File: src/pkg/ddscd_pkg.sv
// Constants for the dual DAC serial command decoder.
// Assumes a single 250 MHz system clock and a slow host serial link.
package ddscd_pkg;

  // ----------------------------------------------------------------
  // Word layout
  // ----------------------------------------------------------------
  localparam int WORD_BITS = 16;
  localparam int CODE_BITS = 12;
  localparam int CNT_BITS = 5;
  localparam int POS_TARGET_HIGH = 15;
  localparam int POS_SPEED = 14;
  localparam int POS_POWER = 13;
  localparam int POS_TARGET_LOW = 12;
  localparam int POS_REF_HIGH = 1;
  localparam int POS_REF_LOW = 0;
  localparam logic [CNT_BITS-1:0] LAST_BIT = 5'h0f;
  localparam logic [CNT_BITS-1:0] CNT_RESET = 5'h00;

  // ----------------------------------------------------------------
  // Target select codes and reference codes
  // ----------------------------------------------------------------
  localparam logic [1:0] SEL_B_AND_BUFFER = 2'h0;
  localparam logic [1:0] SEL_BUFFER = 2'h1;
  localparam logic [1:0] SEL_A_AND_MOVE = 2'h2;
  localparam logic [1:0] SEL_CONTROL = 2'h3;
  localparam logic [1:0] REF_INT_LOW = 2'h1;
  localparam logic [1:0] REF_INT_HIGH = 2'h2;

  // ----------------------------------------------------------------
  // Reset values and synchroniser depth
  // ----------------------------------------------------------------
  localparam logic [CODE_BITS-1:0] CODE_RESET = 12'h000;
  localparam logic [WORD_BITS-1:0] WORD_RESET = 16'h0000;
  localparam logic [1:0] REF_RESET = 2'h0;
  localparam int SYNC_STAGES = 2;

  typedef enum logic [1:0] {
    DDSCD_IDLE,
    DDSCD_SHIFT,
    DDSCD_WAIT,
    DDSCD_DONE
  } ddscd_state_t;

endpackage

File: src/logic/ddscd_sync.sv
// Two-flop synchroniser for a group of independent level inputs.
// Assumes each bit is a slow level from outside the clk domain.
`timescale 1ns/10ps
module ddscd_sync #(
  parameter int WIDTH = 1,
  parameter logic [WIDTH-1:0] RESET_VALUE = '0
) (
  input wire logic clk,
  input wire logic resetn,
  input wire logic [WIDTH-1:0] din,
  output logic [WIDTH-1:0] dout
);

  logic [WIDTH-1:0] stage1;

  // The first stage feeds only the second; nothing else may look at it.
  always_ff @(posedge clk or negedge resetn) begin
    if (!resetn) begin
      stage1 <= RESET_VALUE;
      dout <= RESET_VALUE;
    end else begin
      stage1 <= din;
      dout <= stage1;
    end
  end

endmodule

File: src/logic/ddscd_core.sv
// Serial command port of a dual 12-bit DAC: shifts in 16-bit words and
// updates the channel latches, the buffer latch and the control register.
// Assumes the host drives serial clock, chip select and data as plain pins.
`timescale 1ns/10ps
// Operation
// - Control command with reference bits 1,0 selects internal 2.048 V reference.
// - Speed bit of every word sets fast (1) or slow (0) settling.
// - Select 10 loads the 12-bit value into the channel A latch.
// - Single-channel update happens on the rising serial clock after the last bit.
// - Control register holds its value across data writes.
// - Control command with reference bits 0,0 selects the external reference.
// - Select 00 writes the value into buffer and channel B latches.
// - Control command with reference bits 0,1 selects internal 1.024 V reference.
// - Select 01 writes only the buffer; both channel outputs stay unchanged.
// - Select 10 also copies buffer into channel B; both change together.
// - Bits arrive MSB first on falling edges; transfer after 16 bits or chip select rise.
// - Selects: 00 B+buffer, 01 buffer, 10 A plus buffer to B, 11 control.
// - Power bit of every word sets power-down (1) or normal operation (0).
// - Reset clears both channel latches, the buffer latch and control register.
module ddscd_core
  import ddscd_pkg::*;
(
  input wire logic clk,
  input wire logic resetn,
  input wire logic sclk,
  input wire logic cs_n,
  input wire logic sdi,
  output logic [CODE_BITS-1:0] dac_a_code,
  output logic [CODE_BITS-1:0] dac_b_code,
  output logic [CODE_BITS-1:0] buffer_code,
  output logic settling_speed_bit,
  output logic power_down_bit,
  output logic reference_select_high,
  output logic reference_select_low,
  output logic reference_internal,
  output logic reference_high_range,
  output logic update_a,
  output logic update_b
);

  // ----------------------------------------------------------------
  // Pin synchronisation and edge detection
  // ----------------------------------------------------------------
  logic sclk_s;
  logic cs_n_s;
  logic sdi_s;
  logic sclk_d;
  logic cs_n_d;
  logic sclk_fall;
  logic sclk_rise;
  logic cs_fall;
  logic cs_rise;

  // The synchroniser resets to the idle pin levels; a reset value of zero would
  // show a chip-select fall and a clock fall to the edge detectors after reset.
  ddscd_sync #(
    .WIDTH(3),
    .RESET_VALUE(3'h6)
  ) u_sync (
    .clk(clk),
    .resetn(resetn),
    .din({sclk, cs_n, sdi}),
    .dout({sclk_s, cs_n_s, sdi_s})
  );

  always_ff @(posedge clk or negedge resetn) begin
    if (!resetn) begin
      sclk_d <= 1'b1;
      cs_n_d <= 1'b1;
    end else begin
      sclk_d <= sclk_s;
      cs_n_d <= cs_n_s;
    end
  end

  assign sclk_fall = sclk_d && !sclk_s;
  assign sclk_rise = !sclk_d && sclk_s;
  assign cs_fall = cs_n_d && !cs_n_s;
  assign cs_rise = !cs_n_d && cs_n_s;

  // ----------------------------------------------------------------
  // Word reception
  // ----------------------------------------------------------------
  ddscd_state_t state;
  logic [WORD_BITS-1:0] shift;
  logic [CNT_BITS-1:0] bit_cnt;
  logic commit;
  logic [1:0] sel;
  logic [CODE_BITS-1:0] data;

  // All three synchronised pins share the same delay, so data and clock
  // stay aligned; the host's hold time is covered by the slow link rate.
  always_ff @(posedge clk or negedge resetn) begin
    if (!resetn) begin
      state <= DDSCD_IDLE;
      shift <= WORD_RESET;
      bit_cnt <= CNT_RESET;
    end else if (cs_n_s) begin
      state <= DDSCD_IDLE;
    end else if (cs_fall) begin
      state <= DDSCD_SHIFT;
      shift <= WORD_RESET;
      bit_cnt <= CNT_RESET;
    end else begin
      unique case (state)
        DDSCD_IDLE: begin
          state <= DDSCD_IDLE;
        end
        DDSCD_SHIFT: begin
          if (sclk_fall) begin
            shift <= {shift[WORD_BITS-2:0], sdi_s};
            bit_cnt <= bit_cnt + 5'h01;
            if (bit_cnt == LAST_BIT) begin
              state <= DDSCD_WAIT;
            end
          end
        end
        DDSCD_WAIT: begin
          if (sclk_rise) begin
            state <= DDSCD_DONE;
          end
        end
        DDSCD_DONE: begin
          state <= DDSCD_DONE;
        end
      endcase
    end
  end

  // A full word moves out on the rising clock after its last bit; a short
  // frame moves out when chip select rises, with the bits received so far.
  assign commit = (state == DDSCD_WAIT && (sclk_rise || cs_rise))
    || (state == DDSCD_SHIFT && cs_rise && bit_cnt != CNT_RESET);
  assign sel = {shift[POS_TARGET_HIGH], shift[POS_TARGET_LOW]};
  assign data = shift[CODE_BITS-1:0];

  // ----------------------------------------------------------------
  // Latches
  // ----------------------------------------------------------------
  always_ff @(posedge clk or negedge resetn) begin
    if (!resetn) begin
      dac_a_code <= CODE_RESET;
      dac_b_code <= CODE_RESET;
      buffer_code <= CODE_RESET;
      update_a <= 1'b0;
      update_b <= 1'b0;
    end else begin
      update_a <= 1'b0;
      update_b <= 1'b0;
      if (commit) begin
        unique case (sel)
          SEL_B_AND_BUFFER: begin
            buffer_code <= data;
            dac_b_code <= data;
            update_b <= 1'b1;
          end
          SEL_BUFFER: begin
            buffer_code <= data;
          end
          SEL_A_AND_MOVE: begin
            dac_a_code <= data;
            dac_b_code <= buffer_code;
            update_a <= 1'b1;
            update_b <= 1'b1;
          end
          SEL_CONTROL: begin
            dac_a_code <= dac_a_code;
          end
        endcase
      end
    end
  end

  // The speed and power bits ride in every word, data writes included.
  always_ff @(posedge clk or negedge resetn) begin
    if (!resetn) begin
      settling_speed_bit <= 1'b0;
      power_down_bit <= 1'b0;
    end else if (commit) begin
      settling_speed_bit <= shift[POS_SPEED];
      power_down_bit <= shift[POS_POWER];
    end
  end

  // Reference bits change only on control commands and persist otherwise.
  always_ff @(posedge clk or negedge resetn) begin
    if (!resetn) begin
      reference_select_high <= REF_RESET[1];
      reference_select_low <= REF_RESET[0];
      reference_internal <= 1'b0;
      reference_high_range <= 1'b0;
    end else if (commit && sel == SEL_CONTROL) begin
      reference_select_high <= shift[POS_REF_HIGH];
      reference_select_low <= shift[POS_REF_LOW];
      reference_internal <= shift[POS_REF_HIGH:POS_REF_LOW] == REF_INT_LOW
        || shift[POS_REF_HIGH:POS_REF_LOW] == REF_INT_HIGH;
      reference_high_range <= shift[POS_REF_HIGH:POS_REF_LOW] == REF_INT_HIGH;
    end
  end

  // ----------------------------------------------------------------
  // Checks
  // ----------------------------------------------------------------
  chan_a_load_a: assert property (@(posedge clk) disable iff (!resetn)
    commit && sel == SEL_A_AND_MOVE |=> dac_a_code == $past(data) && update_a)
    else $error("Channel A latch did not take the word data.");

  both_move_a: assert property (@(posedge clk) disable iff (!resetn)
    commit && sel == SEL_A_AND_MOVE |=> dac_b_code == $past(buffer_code) && update_b)
    else $error("Channel B did not take the buffer with channel A.");

  chan_b_load_a: assert property (@(posedge clk) disable iff (!resetn)
    commit && sel == SEL_B_AND_BUFFER |=> dac_b_code == buffer_code
      && buffer_code == $past(data))
    else $error("Channel B and buffer not both written.");

  buffer_only_a: assert property (@(posedge clk) disable iff (!resetn)
    commit && sel == SEL_BUFFER |=> $stable(dac_a_code) && $stable(dac_b_code)
      && !update_a && !update_b)
    else $error("Buffer-only write disturbed a channel.");

  ref_decode_a: assert property (@(posedge clk) disable iff (!resetn)
    commit && sel == SEL_CONTROL && data[1:0] == REF_INT_HIGH |=>
      reference_internal && reference_high_range)
    else $error("Internal high reference not selected.");

  ref_low_a: assert property (@(posedge clk) disable iff (!resetn)
    commit && sel == SEL_CONTROL && data[1:0] == REF_INT_LOW |=>
      reference_internal && !reference_high_range)
    else $error("Internal low reference not selected.");

  ref_ext_a: assert property (@(posedge clk) disable iff (!resetn)
    commit && sel == SEL_CONTROL && data[1:0] == 2'h0 |=> !reference_internal)
    else $error("External reference not selected.");

  ctrl_persist_a: assert property (@(posedge clk) disable iff (!resetn)
    commit && sel != SEL_CONTROL |=> $stable(reference_internal)
      && $stable(reference_high_range))
    else $error("Control register changed on a data write.");

  speed_bit_a: assert property (@(posedge clk) disable iff (!resetn)
    commit |=> settling_speed_bit == $past(shift[POS_SPEED]))
    else $error("Speed bit not taken from the word.");

  power_bit_a: assert property (@(posedge clk) disable iff (!resetn)
    commit |=> power_down_bit == $past(shift[POS_POWER]))
    else $error("Power bit not taken from the word.");

  update_edge_a: assert property (@(posedge clk) disable iff (!resetn)
    state == DDSCD_WAIT && sclk_rise && !cs_n_s |-> commit ##1 state == DDSCD_DONE)
    else $error("Update missed the rising clock after the last bit.");

  sixteen_bits_a: assert property (@(posedge clk) disable iff (!resetn)
    state == DDSCD_SHIFT && !cs_n_s && sclk_fall && bit_cnt == LAST_BIT
      |=> state == DDSCD_WAIT)
    else $error("Word not complete after sixteen bits.");

  cs_idle_a: assert property (@(posedge clk) disable iff (!resetn)
    cs_n_s && $past(cs_n_s) && $past(cs_n_s, 2) |-> $stable(dac_a_code)
      && $stable(dac_b_code) && $stable(buffer_code))
    else $error("Latch changed while chip select was high.");

  // The update pulses mark an output change and last one cycle only.
  update_pulse_a: assert property (@(posedge clk) disable iff (!resetn)
    update_a || update_b |=> !update_a && !update_b)
    else $error("Update pulse lasted more than one cycle.");

  chan_b_only_a: assert property (@(posedge clk) disable iff (!resetn)
    commit && sel == SEL_B_AND_BUFFER |=> update_b && !update_a && $stable(dac_a_code))
    else $error("Channel B write touched channel A.");

  ctrl_no_load_a: assert property (@(posedge clk) disable iff (!resetn)
    commit && sel == SEL_CONTROL |=> !update_a && !update_b && $stable(dac_a_code)
      && $stable(dac_b_code) && $stable(buffer_code))
    else $error("Control command changed a data latch.");

  latch_hold_a: assert property (@(posedge clk) disable iff (!resetn)
    !commit |=> $stable(dac_a_code) && $stable(dac_b_code) && $stable(buffer_code)
      && !update_a && !update_b)
    else $error("Latch changed without a moved word.");

  shift_in_a: assert property (@(posedge clk) disable iff (!resetn)
    state == DDSCD_SHIFT && !cs_n_s && sclk_fall
      |=> shift == {$past(shift[WORD_BITS-2:0]), $past(sdi_s)}
      && bit_cnt == $past(bit_cnt) + 5'h01)
    else $error("Serial bit not shifted in MSB first.");

  short_frame_a: assert property (@(posedge clk) disable iff (!resetn)
    state == DDSCD_SHIFT && cs_rise && bit_cnt != CNT_RESET
      |=> power_down_bit == $past(shift[POS_POWER])
      && settling_speed_bit == $past(shift[POS_SPEED]))
    else $error("Short frame not moved on chip select rise.");

  done_ignore_a: assert property (@(posedge clk) disable iff (!resetn)
    state == DDSCD_DONE |=> !update_a && !update_b && $stable(power_down_bit)
      && $stable(settling_speed_bit))
    else $error("Bits after a moved word were taken.");

  cs_high_idle_a: assert property (@(posedge clk) disable iff (!resetn)
    cs_n_s && $past(cs_n_s) |=> state == DDSCD_IDLE && !update_a && !update_b)
    else $error("Frame logic ran while chip select was high.");

endmodule

File: config.mk
export PLATFORM = sky130hd
export DESIGN_NAME = ddscd_core
export DESIGN_NICKNAME = d
export VERILOG_FILES = /design/src/pkg/ddscd_pkg.sv /design/src/logic/ddscd_sync.sv /design/src/logic/ddscd_core.sv
export SDC_FILE = /design/constraint.sdc
export NUM_CORES = 1
export LEC_CHECK = 0
export ABC_AREA = 1
export BUFFER_PORTS_ARGS = -buffer_cell sky130_fd_sc_hd__buf_2
export CAP_MARGIN = 15
export CORE_MARGIN = 2
export CORE_UTILIZATION = 35
export CTS_CLUSTER_DIAMETER = 80
export DETAILED_ROUTE_END_ITERATION = 6
export GPL_ROUTABILITY_DRIVEN = 0
export HOLD_SLACK_MARGIN = 0.12
export SLEW_MARGIN = 10
export SYNTH_ARGS = -nofsm -noshare
export SYNTH_HDL_FRONTEND = slang
export SYNTH_HIERARCHICAL = 1
export SYNTH_SLANG_ARGS = --single-unit
File: constraint.sdc
create_clock -name clk -period 2.5 [get_ports clk]
set_input_delay 0.625 -clock clk [delete_from_list [all_inputs] [get_ports clk]]
set_output_delay 0.625 -clock clk [all_outputs]
set_load 0.03 [all_outputs]
==> flow_summary.toml <==
[place]
dp_hpwl_um = 4546
port-buffer-count = 48
placed_area_mm2 = 0.003492

[synth]
syn_avg_cell_area_um2 = 9.272
yosysSeqAreaShare = 0.5874
synth_top_cell_by_area = "dfrtp_1"
yosysUniqueCellTypes = 22
synth_warnings = 6
synth.net_count = 355
postSynthCellCount = 346
synth_top_cell_area_share = 0.5382
synth_area_mm2 = 0.003208
ys_seq_elements = 75
yosys-top-cells-area = "dfrtp_1 54%, nand2_1 13%, nand3_1 7.6%"

[setup_path]
required_ns = 2.74
cp-start-kind = "flop"
crit_slowest_cell = "inv_2"
cp_max_fo = 37
cp_cell_sequence = "inv_2 -> nand2_1 -> inv_2 -> o21ai_0 -> nand3_1 -> nand2_1"
worstPathArrival_ns = 1.91
crit_type = "flop to flop"
crit_path_max_incr_delay_ns = 0.43
end_kind = "flop"

[global_routing]
antenna_found_initial = 0
grt_use_total = 0.1433
grt_pass1_vias = 2321
grt_pass1_wl_um = 11280
grt_overflow_total = 0
grt_max_degree = 47

[final_layout]
antenna_cells = 0
layout_commonest_cell = "nand2_1"
layout_common_cells = "114 x nand2_1, 69 x dfrtp_1, 49 x nand3_1, 47 x buf_2, 31 x inv_1"
nets = 401
final_area_mm2 = 0.003710
drive_above_1_share = 0.2191
nFillCells = 864
area_growth_pct = 15.64

[pwr]
p_int_mw = 1.804
power_mw = 2.305
switching_share = 0.2171
clkPwrFrac = 0.439
leakage_nw = 2.078
power_switching_uw = 500.3
power_density_mw_per_mm2 = 621.2
pwr-share-comb = 0.027
vdd_drop_max_v = 0.0002803
p_seq_frac = 0.534

[run]
max_cap_viol_count = 0

[timing]
grt_setup_unrepaired = "false"
clock_skew_ns = 0.009240
hold_viol_final = 0
fin_crit_sh = 0.6684
setup_viol = 0
worst_slew_pin_slew_ns = 0.5564
worst_slew_margin_rel = 0.6285
drv_slew = 0
fin_setup_tns_ns = 0
max_freq_mhz = 598.4
worst_hold_slack_ns = 0.2614
period_needed_ns = 1.671

[clock_network]
post_cts_resized = 0
clockBufferDepth = 2
cts_sinks = 75
cts.reportedPaths.clkPinSlew_ns = 0.08
cts_made_buffers = 9
worstSkewPairLatency_ns = 0.34
postCtsHoldBufs = 0
root_buffer = "clkbuf_8"
cts_setup_buffers = 0
htreeDepth = 3
cts_tree = "yes"

[min_path]
worstHoldPathType = "primary input to asynchronous set/reset pin"

[routing]
viasPerCell = 4.804
wl_met3_um = 377
met1_length_um = 3320
drc_errors = 0
wl_per_cell_um = 13.13
antenna_left = 0
drtIter0Drc = 149
wl_met2_um = 2833
wl_um = 6632
highest_layer = "met4"
num_vias = 2426
drt_pre_antenna_iters = 4

[floorplanning]
ios = 49
row_count = 34
core-area_mm2 = 0.008806
die_width_um = 99.74
start_util = 0.3643
die_h_um = 99.74
die_area_mm2 = 0.009948

[run_status]
run_status = "completed"
[cell usage after synthesis, drive strengths merged]
library cell / n
nand2: 126
dfstp: 6
nand3: 50
nand4: 1
xor2: 1
inv: 33
dfrtp: 69
a21boi: 1
nor2: 7
o21ai: 17
o22ai: 16
clkbuf: 2
ha: 4
buf: 13
[layer usage]
| layer | track usage | vias to the layer above |
|---|---|---|
| met1 | 0.2085 | 1154 |
| met3 | 0.04146 | 8 |
| li1 | - | 1207 |
| met2 | 0.1996 | 57 |
| met5 | 0 | - |
| met4 | 0.05901 | 0 |
[worst max-delay path: cells and delay by family (launching register included)]
kind	cells	cell delay, ns
compound gates	1	0.21
buf+inv	2	0.66
simple gates	3	0.30
flops	1	0.39
[power by group through the flow]
stage               clock network (mW)  logic (mW)  registers (mW)
finish                            1.01      0.0625            1.23
global route                      1.09      0.0731            1.23
detailed placement                   0      0.0649            1.25
CTS                               1.04      0.0651            1.23
floorplan                            0      0.0268            1.25
global placement                     0      0.0631            1.25
[per-stage QoR]
step                utilization  instances  worst slack, ns
finish                   0.4213        505           0.8290
global route             0.4213        505           0.6532
CTS                      0.4213        505           0.8424
detailed placement       0.3966        489           0.8603
global placement         0.3966        489           0.9021
floorplan                     -        346            1.128
[cells by family (layout without fill, tap and decap cells)]
logic type               count (synthesis)  after routing  share of synthesized area
adder cells (fa/ha/maj)                  4              4                    0.01560
XOR/XNOR                                 1              1                   0.002731
AO/OA/AOI/OAI                           34             34                    0.06006
AND/OR/NAND/NOR                        184            184                     0.2578
flip-flops                              75             75                     0.5874
buffers and inverters                   48             99                    0.07644
[sequential cells by signal, summed over array words and instances (netlist names)]
| register | cells |
|---|---|
| sclk_d | 1 |
| reference_select_low | 1 |
| reference_internal | 1 |
| cs_n_d | 1 |
| reference_select_high | 1 |
| update_a | 1 |
| dac_b_code | 12 |
| u_sync/stage1 | 3 |
| dac_a_code | 12 |
| bit_cnt | 5 |
| reference_high_range | 1 |
| buffer_code | 12 |
| shift | 16 |
| update_b | 1 |
| settling_speed_bit | 1 |
| state | 2 |
| power_down_bit | 1 |
| u_sync/dout | 3 |
[final cells by class]
cell class	count	area [um^2]	share of cell area
Tap cell	108	135.1	0.03643
Clock inverter	6	90.09	0.02428
Multi-Input combinational cell	223	1079	0.2907
Clock buffer	10	127.6	0.03440
Inverter	33	123.9	0.03339
Timing Repair Buffer	50	270.3	0.07285
Sequential cell	75	1884	0.5079
[final timing paths]
kind                            slack, ns              from  cells past startpoint             end
worst min-delay path                 0.26            resetn                      1   dac_a_code[9]
worst min register to register       0.35  u_sync/stage1[0]                      0  u_sync/dout[0]
max in group asynchronous            1.67            resetn                      2       shift[14]
worst max register to register       0.83         shift[12]                      6   dac_b_code[3]
min in group clk                     0.35  u_sync/stage1[0]                      0  u_sync/dout[0]
worst max-delay path                 0.83         shift[12]                      6   dac_b_code[3]
Note: power is estimated with default switching activity, not from simulation.
